File: src/hdl/sdram_pkg.sv
// shared constants and types for the sdram command link
package sdram_pkg;
	localparam int unsigned clk_mhz = 25;
	localparam int unsigned startup_wait_us = 100;
	localparam int unsigned startup_cycles = startup_wait_us * clk_mhz;
	localparam int unsigned refresh_gap_cycles = 3;
	localparam int unsigned mode_load_delay_cycles = 2;
	localparam int unsigned precharge_gap_cycles = 1;
	localparam int unsigned row_w = 12;
	localparam int unsigned col_w = 9;
	localparam int unsigned data_w = 16;
	localparam int unsigned auto_precharge_pos = 10;
	localparam int unsigned bank_count = 4;
	localparam logic [1:0] bank_sel_mode = 2'h0;
	localparam logic [1:0] bank_sel_ext_mode = 2'h2;
	localparam logic [11:0] mode_reset_val = 12'h000;
	localparam logic [11:0] mode_init_val = 12'h023;

	// {cs_b, ras_b, cas_b, we_b}
	typedef enum logic [3:0] {
		cmd_inhibit = 4'h8,
		cmd_nop = 4'h7,
		cmd_active = 4'h3,
		cmd_read = 4'h5,
		cmd_write = 4'h4,
		cmd_precharge = 4'h2,
		cmd_refresh = 4'h1,
		cmd_mode_load = 4'h0
	} cmd_t;
endpackage

File: src/hdl/sdram_link_if.sv
// command and address link between controller and memory
`timescale 1ns/1ps
interface sdram_link_if;
	import sdram_pkg::*;
	logic [3:0] cmd;
	logic clk_en;
	logic bank_sel_lo;
	logic bank_sel_hi;
	logic [row_w-1:0] row_col_lines;
	modport host (output cmd, output clk_en, output bank_sel_lo,
		output bank_sel_hi, output row_col_lines);
	modport device (input cmd, input clk_en, input bank_sel_lo,
		input bank_sel_hi, input row_col_lines);
endinterface

File: src/hdl/sdram_cmd_dev.sv
// memory end: command decode, bank state, mode registers, burst start
`timescale 1ns/1ps
module sdram_cmd_dev
(
	input wire logic clk,
	input wire logic rst_b,
	sdram_link_if.device link,
	output logic [sdram_pkg::bank_count-1:0] bank_open,
	output logic [11:0] mode_reg,
	output logic [11:0] ext_mode_reg,
	output logic burst_start,
	output logic burst_write,
	output logic [1:0] burst_bank,
	output logic [sdram_pkg::row_w-1:0] burst_row,
	output logic [sdram_pkg::col_w-1:0] burst_col,
	output logic burst_auto_precharge,
	output logic bad_cmd
);
	import sdram_pkg::*;

	// ----------------------------------------------------------------
	// input capture
	// ----------------------------------------------------------------
	logic [3:0] cmd_q;
	logic en_q;
	logic [1:0] bank_q;
	logic [row_w-1:0] addr_q;
	always_ff @(posedge clk) begin
		if (!rst_b) begin
			cmd_q <= cmd_nop;
			en_q <= 1'b0;
			bank_q <= 2'h0;
			addr_q <= '0;
		end else begin
			cmd_q <= link.cmd;
			en_q <= link.clk_en;
			bank_q <= {link.bank_sel_hi, link.bank_sel_lo};
			addr_q <= link.row_col_lines;
		end
	end

	// ----------------------------------------------------------------
	// decode
	// ----------------------------------------------------------------
	// a high cs_b masks the command regardless of the other lines
	wire live = en_q && !cmd_q[3];
	wire is_act = live && cmd_q == cmd_active;
	wire is_rd = live && cmd_q == cmd_read;
	wire is_wr = live && cmd_q == cmd_write;
	wire is_pre = live && cmd_q == cmd_precharge;
	wire is_ref = live && cmd_q == cmd_refresh;
	wire is_mrs = live && cmd_q == cmd_mode_load;
	wire ap_bit = addr_q[auto_precharge_pos];
	wire [bank_count-1:0] bank_hot = 4'h1 << bank_q;
	wire [bank_count-1:0] pre_mask = ap_bit ? 4'hf : bank_hot;
	wire all_idle = bank_open == 4'h0;
	wire sel_std = bank_q == bank_sel_mode;
	wire sel_ext = bank_q == bank_sel_ext_mode;
	wire acc_closed = (is_rd || is_wr) && !bank_open[bank_q];
	wire mrs_busy = is_mrs && !all_idle;
	wire [bank_count-1:0] ap_mask = burst_start && burst_auto_precharge ?
		4'h1 << burst_bank : 4'h0;

	// ----------------------------------------------------------------
	// bank rows
	// ----------------------------------------------------------------
	logic [row_w-1:0] open_row_q [bank_count];
	always_ff @(posedge clk) begin
		if (!rst_b) begin
			bank_open <= 4'h0;
			for (int i = 0; i < bank_count; i++) begin
				open_row_q[i] <= '0;
			end
		end else begin
			if (is_act) begin
				bank_open <= (bank_open & ~ap_mask) | bank_hot;
				open_row_q[bank_q] <= addr_q;
			end else if (is_pre) begin
				bank_open <= bank_open & ~pre_mask & ~ap_mask;
			end else begin
				// self-timed close once the burst has started
				bank_open <= bank_open & ~ap_mask;
			end
		end
	end

	// ----------------------------------------------------------------
	// mode registers
	// ----------------------------------------------------------------
	always_ff @(posedge clk) begin
		if (!rst_b) begin
			mode_reg <= mode_reset_val;
			ext_mode_reg <= mode_reset_val;
		end else if (is_mrs && all_idle) begin
			if (sel_std) begin
				mode_reg <= addr_q;
			end
			if (sel_ext) begin
				ext_mode_reg <= addr_q;
			end
		end
	end

	// ----------------------------------------------------------------
	// misuse watch: command spacing and mode load before use
	// ----------------------------------------------------------------
	// a spacing or order fault is only reported and the command still takes
	// effect; a mode load with a bank open or an access to a closed bank is dropped
	localparam logic [1:0] mrd_gap = 2'(mode_load_delay_cycles);
	localparam logic [1:0] ref_gap = 2'(refresh_gap_cycles);
	logic [1:0] gap_q;
	logic mode_set_q;
	wire is_op = is_act || is_rd || is_wr;
	wire quiet_cmd = !live || cmd_q == cmd_nop;
	wire gap_fault = !quiet_cmd && gap_q != 2'h0;
	wire order_fault = is_op && !mode_set_q;
	wire [1:0] gap_d = is_ref ? ref_gap : is_mrs ? mrd_gap :
		gap_q != 2'h0 ? gap_q - 2'h1 : 2'h0;
	wire misuse = acc_closed || mrs_busy || gap_fault || order_fault;
	always_ff @(posedge clk) begin
		if (!rst_b) begin
			gap_q <= 2'h0;
			mode_set_q <= 1'b0;
		end else begin
			gap_q <= gap_d;
			if (is_mrs && all_idle && sel_std) begin
				mode_set_q <= 1'b1;
			end
		end
	end

	// ----------------------------------------------------------------
	// burst start and misuse flag
	// ----------------------------------------------------------------
	// ordering and length are left to the data path fed by mode_reg
	always_ff @(posedge clk) begin
		if (!rst_b) begin
			burst_start <= 1'b0;
			burst_write <= 1'b0;
			burst_bank <= 2'h0;
			burst_row <= '0;
			burst_col <= '0;
			burst_auto_precharge <= 1'b0;
			bad_cmd <= 1'b0;
		end else begin
			burst_start <= (is_rd || is_wr) && !acc_closed;
			bad_cmd <= misuse;
			if (is_rd || is_wr) begin
				burst_write <= is_wr;
				burst_bank <= bank_q;
				burst_row <= open_row_q[bank_q];
				burst_col <= addr_q[col_w-1:0];
				burst_auto_precharge <= ap_bit;
			end
		end
	end
endmodule

File: src/flat_wrapper.sv
// flat-port wrapper written by rule: the top's interface ports become plain ports
module sdram_cmd_dev_flat import sdram_pkg::*;
  (clk, rst_b, bank_open, mode_reg, ext_mode_reg, burst_start, burst_write, burst_bank, burst_row, burst_col, burst_auto_precharge, bad_cmd, link_cmd, link_clk_en, link_bank_sel_lo, link_bank_sel_hi, link_row_col_lines);
  sdram_link_if link_i ();
  input wire logic clk;
  input wire logic rst_b;
  output logic [sdram_pkg::bank_count-1:0] bank_open;
  output logic [11:0] mode_reg;
  output logic [11:0] ext_mode_reg;
  output logic burst_start;
  output logic burst_write;
  output logic [1:0] burst_bank;
  output logic [sdram_pkg::row_w-1:0] burst_row;
  output logic [sdram_pkg::col_w-1:0] burst_col;
  output logic burst_auto_precharge;
  output logic bad_cmd;
  input wire logic [$bits(link_i.cmd)-1:0] link_cmd;
  input wire logic [$bits(link_i.clk_en)-1:0] link_clk_en;
  input wire logic [$bits(link_i.bank_sel_lo)-1:0] link_bank_sel_lo;
  input wire logic [$bits(link_i.bank_sel_hi)-1:0] link_bank_sel_hi;
  input wire logic [$bits(link_i.row_col_lines)-1:0] link_row_col_lines;
  assign link_i.cmd = link_cmd;
  assign link_i.clk_en = link_clk_en;
  assign link_i.bank_sel_lo = link_bank_sel_lo;
  assign link_i.bank_sel_hi = link_bank_sel_hi;
  assign link_i.row_col_lines = link_row_col_lines;
  sdram_cmd_dev u_core (.clk(clk), .rst_b(rst_b), .link(link_i), .bank_open(bank_open), .mode_reg(mode_reg), .ext_mode_reg(ext_mode_reg), .burst_start(burst_start), .burst_write(burst_write), .burst_bank(burst_bank), .burst_row(burst_row), .burst_col(burst_col), .burst_auto_precharge(burst_auto_precharge), .bad_cmd(bad_cmd));
endmodule
File: config.mk
export PLATFORM = sky130hd
export DESIGN_NAME = sdram_cmd_dev_flat
export DESIGN_NICKNAME = d
export VERILOG_FILES = /design/src/hdl/sdram_pkg.sv /design/src/hdl/sdram_link_if.sv /design/src/hdl/sdram_cmd_dev.sv /design/src/flat_wrapper.sv
export SDC_FILE = /design/constraint.sdc
export NUM_CORES = 1
export LEC_CHECK = 0
export BUFFER_PORTS_ARGS = -buffer_cell sky130_fd_sc_hd__clkbuf_2
export CAP_MARGIN = 20
export CORE_MARGIN = 2
export CORE_UTILIZATION = 45
export DETAILED_ROUTE_END_ITERATION = 10
export GPL_TIMING_DRIVEN = 0
export PLACE_DENSITY_LB_ADDON = 0.3
export SYNTH_ARGS = -nofsm -noshare
export SYNTH_HDL_FRONTEND = slang
export SYNTH_SLANG_ARGS = --single-unit
File: constraint.sdc
create_clock -name clk -period 1.8 [get_ports clk]
set_input_delay 0.27 -clock clk [delete_from_list [all_inputs] [get_ports clk]]
set_output_delay 0.27 -clock clk [all_outputs]
set_load 0.02 [all_outputs]
==> results.py, run 1 <==
metrics = {
    "sta": {
        "hold_viol": 0,
        "max-slew-margin-rel_pct": 48.4,
        "setup_tns_ns": -0.194,
        "rsz0062_at_grt": "yes",
        "clock_skew_ns": 0.00593,
        "whs_ns": 0.261,
        "fin_ws_ns": -0.0504,
        "worst_pin_slew_ns": 0.775,
        "fin_crit_sh_pct": 103,
        "slew_violations": 0,
        "setup-violations-final": 10,
        "fmax_mhz": 540,
        "layout_min_cycle_time_ns": 1.85,
    },
    "final_layout": {
        "drive_gt1_share_pct": 28.8,
        "final_cells": 685,
        "syn_to_final_growth_pct": 29.5,
        "fillers": 846,
        "seqCellArea_mm2": 0.00299,
        "largest_reg_flops": 48,
        "fin_nets": 553,
        "multiInputGateArea_mm2": 0.00190,
        "num_antenna_cells": 0,
        "top_register": "u_core.open_row_q",
    },
    "synth": {
        "yosys.cell_count.top_type": "dfxtp_1",
        "ys.flop_type": "dfxtp_1",
        "syn_nets": 435,
        "ys_warn_count": 0,
        "synth.area.top_cells": "dfxtp_1 (31%), edfxtp_1 (29%), and2_1 (6.7%)",
        "yosysUniqueCellTypes": 34,
        "async_reset_ff_share_pct": 0,
        "syn_avg_cell_area_um2": 12.0,
        "synth.largest_area_cell": "dfxtp_1",
        "yosys-top-cells-count": "dfxtp_1 (77), nand2_1 (60), and2_1 (53), edfxtp_1 (48)",
        "synthCells": 414,
        "ys_ff_latch": 125,
        "synth_edf_count": 48,
        "synth_top_area_share_pct": 31.0,
        "syn-cell-area_mm2": 0.00497,
        "ys_seq_area_share_pct": 60.0,
    },
    "floorplan": {
        "die_w_um": 109,
        "num_rows": 38,
        "core_mm2": 0.0108,
        "pin_count": 76,
        "initial_core_util_pct": 46.1,
        "dieArea_mm2": 0.0119,
        "die_y_um": 109,
    },
    "grt": {
        "grt_start_max_net_pins": 17,
        "track_usage_pct": 20.4,
        "grt_overflow_total": 0,
        "grt_pass1_wl_um": 17700,
        "grt_pass1_vias": 3416,
        "antenna_found_initial": 0,
    },
    "cts": {
        "cts_buffers": 17,
        "worstSkewPairLatency_ns": 0.51,
        "clock-sinks": 125,
        "cts_buffer_depth": 2,
        "clk_transition_reported_paths_ns": 0.06,
        "cts-root-buf": "clkbuf_8",
        "cts_tree": "built",
        "ctsHtreeMaxLevel": 4,
    },
    "worst_setup_path": {
        "worst-setup-path-type": "flip-flop to flip-flop",
        "critPathMaxFanout": 5,
        "crit_required_ns": 2.20,
        "start_kind": "flip-flop",
        "worstSetupEndpointType": "flip-flop",
        "worstPathArrival_ns": 2.26,
    },
    "outcome": {
        "status": "finished with violations",
        "violations": "setup timing",
    },
    "pwr": {
        "p_leak_uw": 0.00248,
        "ir_drop_mv": 0.610,
        "powerDensity_mw_per_mm2": 1050,
    },
    "route": {
        "drtIter0Drc": 200,
        "vias": 3431,
        "wl_per_cell_um": 16.5,
        "wirelength_um": 11300,
        "ant_nets": 0,
        "avgViaCountPerCell": 5.01,
        "first_pass_iters": 5,
        "drcViolationCount": 0,
    },
    "place": {
        "routabilityCongestion": 0.825,
        "port_buffers": 75,
        "hpwl_um": 7380,
        "dp.cells": 629,
    },
    "hold_path": {
        "hp-class": "input pin to flip-flop",
    },
    "job": {
        "cap_violations": 0,
    },
}
-- worst max-delay path: stages (launching register included) --
cell,delay [ns]
dfxtp_2,0.33
or4b_4,0.58
nor4_4,0.22
buf_4,0.19
buf_8,0.13
mux2i_2,0.22
nor2b_1,0.07
-- placed cells by master, fill, tap and decap left out, types with 9 or more instances in the layout --
master and n:
clkbuf_2 81, dfxtp_1 73, nand2_1 56, and2_1 52, edfxtp_1 48, nor2b_1 29
a21boi_0 29, mux2i_1 23, clkbuf_16 20, dlygate4sd3_1 19, clkbuf_1 14, and3_1 13
mux4_2 13, buf_4 9
-- stage by stage --
stage / power [µW] / worst slack (ns) / utilization [%] / instance area, µm²
after detailed placement: 3410 / -0.624 / 51.2 / 5530
after global placement: 3400 / -0.590 / 51.2 / 5530
after floorplan: 3300 / -0.0371 / - / 4980
after global routing: 6970 / -0.0998 / 59.7 / 6440
after CTS: 6800 / -0.0383 / 59.1 / 6370
final: 6780 / -0.0504 / 59.7 / 6440
-- repair_timing --
action                                  CTS  global route
setup buffers                             3             4
gates cloned                              1             0
pin swaps                                 2             5
hold buffers                             19             0
resized for setup                        14            17
endpoints found under the setup margin  128           131
endpoints found under the hold margin    19             0
-- layer usage --
layer | share of wire, % | vias to the layer above | GRT usage (%)
li1 | - | 1676 | -
met4 | 1.2 | 0 | 7.14
met2 | 51 | 110 | 34.3
met5 | 0 | - | 0
met1 | 41 | 1634 | 24.9
met3 | 6.8 | 11 | 6.10
-- power by group --
group | switching (µW) | total [µW] | internal (µW)
clock network | 1190 | 3380 | 2190
registers | 56.4 | 3080 | 3030
logic | 159 | 311 | 153
total | 1410 | 6780 | 5370
-- final cells by class --
| type | instances | area share [%] |
|---|---|---|
| clock inverter | 8 | 1.09 |
| timing repair buffer | 102 | 9.77 |
| clock buffer | 24 | 8.32 |
| inverter | 1 | 0.0583 |
| sequential | 125 | 46.4 |
| buffer | 25 | 2.08 |
| multi-input combinational | 260 | 29.6 |
| tap | 140 | 2.72 |
-- worst paths after layout --
path                                                  startpoint                             endpoint  slack, ns  cells past startpoint
worst max register to register        u_core.cmd_q[3]$_SDFF_PN0_  u_core.ext_mode_reg[4]$_SDFFE_PN0P_      -0.05                      6
worst max-delay path                  u_core.cmd_q[3]$_SDFF_PN0_  u_core.ext_mode_reg[4]$_SDFFE_PN0P_      -0.05                      6
worst min register to register  u_core.burst_row[6]$_SDFFE_PN0P_     u_core.burst_row[6]$_SDFFE_PN0P_       0.46                      2
worst min-delay path                                       rst_b           u_core.cmd_q[2]$_SDFF_PN1_       0.26                      3
-- logic make-up (layout without fill, tap and decap cells) --
| group | Yosys count | in the layout | share of synthesized area (%) |
|---|---|---|---|
| buffers and inverters | 29 | 160 | 2.57 |
| AO/OA/AOI/OAI | 42 | 42 | 6.31 |
| multiplexers | 37 | 37 | 10.7 |
| AND/OR/NAND/NOR | 181 | 181 | 20.4 |
| flip-flops | 125 | 125 | 60.0 |
(Power assumes the default switching activity.)
==> run 2, diff against run 1 <==
- clock period: 1.8 -> 2.25 ns (I/O delays scaled with it)
==> results.py, run 2 (synthesis gave the netlist of run 1 again) <==
metrics = {
    "route": {
        "avgViaCountPerCell": 5.00,
        "wirelength_um": 10700,
        "drcViolationCount": 0,
        "drtIter0Drc": 242,
        "wl_per_cell_um": 16.1,
        "first_pass_iters": 4,
        "ant_nets": 0,
        "vias": 3313,
    },
    "place": {
        "hpwl_um": 7460,
        "port_buffers": 75,
        "place_ws_ns": -0.172,
        "routabilityCongestion": 0.824,
    },
    "grt": {
        "grt_pass1_wl_um": 17000,
        "grt_pass1_vias": 3315,
        "grt_overflow_total": 0,
        "track_usage_pct": 19.5,
        "antenna_found_initial": 0,
        "grt_start_max_net_pins": 17,
    },
    "worst_setup_path": {
        "worstPathArrival_ns": 2.21,
        "r2r_cells": 4,
        "reg2reg_to": "u_core.open_row_q[3][8]$_DFFE_PP_",
        "r2r_setup_slack_ns": 0.22,
        "crit_required_ns": 2.43,
        "start_kind": "flip-flop",
        "worstReg2RegStart": "u_core.bank_q[1]$_SDFF_PN0_",
        "critPathMaxFanout": 12,
        "worst-setup-path-type": "flip-flop to flip-flop",
        "worstSetupEndpointType": "flip-flop",
    },
    "floorplan": {
        "initial_core_util_pct": 46.1,
        "pin_count": 76,
        "core_mm2": 0.0108,
        "die_w_um": 109,
        "dieArea_mm2": 0.0119,
        "die_y_um": 109,
        "num_rows": 38,
    },
    "final_layout": {
        "num_antenna_cells": 0,
        "top_register": "u_core.open_row_q",
        "largest_reg_flops": 48,
        "fin_nets": 532,
        "layout_commonest_cell": "clkbuf_2",
        "mostFrequentLayoutCells": "clkbuf_2 (78), dfxtp_1 (77), nand2_1 (56), and2_1 (53), edfxtp_1 (48)",
        "syn_to_final_growth_pct": 22.4,
        "drive_gt1_share_pct": 25.0,
    },
    "sta": {
        "setup-violations-final": 0,
        "fin_ws_ns": 0.221,
        "fmax_mhz": 493,
        "hold_viol": 0,
        "clock_skew_ns": 0.00679,
        "setup_tns_ns": 0,
        "worst_pin_slew_ns": 0.583,
        "whs_ns": 0.0243,
        "fin_crit_sh_pct": 90.2,
        "layout_min_cycle_time_ns": 2.03,
        "rsz0062_at_grt": "no",
        "max-slew-margin-rel_pct": 61.2,
        "slew_violations": 0,
    },
    "cts": {
        "clk_transition_reported_paths_ns": 0.05,
        "worstSkewPairLatency_ns": 0.52,
        "clock-sinks": 125,
        "cts_setup_buffers": 0,
        "cts_tree": "built",
        "cts_buffer_depth": 2,
        "cts-root-buf": "clkbuf_8",
        "cts_buffers": 17,
        "ctsHtreeMaxLevel": 4,
    },
    "pwr": {
        "power_frac_comb_pct": 4.4,
        "seq_power_share_pct": 48.4,
        "p_int_uw": 4010,
        "power_uw": 5090,
        "switching_power_uw": 1080,
        "swShare_pct": 21.2,
        "ir_drop_mv": 0.607,
        "p_clk_share_pct": 47.3,
        "powerDensity_mw_per_mm2": 835,
        "p_leak_uw": 0.00230,
    },
    "hold_path": {
        "hold_end": "u_core.addr_q[3]$_SDFF_PN0_",
        "hp-class": "input pin to flip-flop",
        "hold_start": "link_row_col_lines[3]",
        "hold_path_depth": 2,
    },
    "outcome": {
        "status": "completed",
    },
    "job": {
        "cap_violations": 0,
    },
}
## run 2: cell types whose count changed in the layout (fill, tap and decap cells not counted), sizes merged
cell / previous run / this run
dlygate4sd3: 19 / 3
buf: 14 / 6
clkinv: 4 / 8
inv: 3 / 1
## run 2: through the flow
stage | instance area (µm²) | std cells | util, %
global placement | 5520 | 629 | 51.2
floorplan | 4970 | 414 | -
detailed placement | 5520 | 629 | 51.2
finish | 6090 | 663 | 56.4
global route | 6090 | 663 | 56.4
CTS | 6080 | 663 | 56.3
## run 2: layout make-up
type / count / area (µm²)
Inverter: 1 / 3.75
Tap cell: 140 / 175
Clock buffer: 21 / 449
Sequential cell: 125 / 2980
Buffer: 28 / 128
Fill cell: 915 / 4700
Clock inverter: 10 / 72.6
Timing Repair Buffer: 78 / 405
Multi-Input combinational cell: 260 / 1870
## run 2: metal layers
metal	global-route usage (%)	vias up	part of all wire, %
met3	5.80	12	6.1
met4	7.78	0	1.7
met1	24.8	1570	44
li1	-	1635	-
met2	31.2	96	48
met5	0	-	0
## run 2: how the worst max path moves through the flow
stage                              startpoint                                  to  slack (ns)  cells after the start
2_1_floorplan  u_core.bank_open[2]$_SDFF_PN0_    u_core.mode_reg[10]$_SDFFE_PN0P_        0.38                      5
3_3_place_gp      u_core.bank_q[1]$_SDFF_PN0_   u_core.open_row_q[3][7]$_DFFE_PP_       -0.13                      4
3_5_place_dp      u_core.bank_q[1]$_SDFF_PN0_   u_core.open_row_q[3][7]$_DFFE_PP_       -0.17                      4
4_1_cts           u_core.bank_q[1]$_SDFF_PN0_  u_core.open_row_q[3][11]$_DFFE_PP_        0.05                      4
5_1_grt            u_core.cmd_q[0]$_SDFF_PN1_   u_core.open_row_q[3][0]$_DFFE_PP_        0.08                      5
6_report          u_core.bank_q[1]$_SDFF_PN0_   u_core.open_row_q[3][8]$_DFFE_PP_        0.22                      4
## run 2: timing repair
| item | 4_1_cts | 5_1_grt |
|---|---|---|
| hold buffers | 3 | 0 |
| gates resized for setup | 1 | 8 |
| gates cloned | 0 | 0 |
| endpoints found under the setup margin | 24 | 55 |
| endpoints found under the hold margin | 3 | 0 |
## run 2: power groups by stage
stage / sequential, µW / clock (µW) / combinational, µW
after floorplan: 2500 / 0 / 139
after global placement: 2500 / 0 / 216
after detailed placement: 2510 / 0 / 218
after CTS: 2460 / 2440 / 223
after global routing: 2470 / 2540 / 242
final: 2460 / 2410 / 222
## run 2: worst max-delay path, cell delays in order (launching register included)
cell,delay (ns)
dfxtp_1,0.36
clkbuf_2,0.31
buf_1,0.47
nand3_1,0.22
nand2_2,0.33
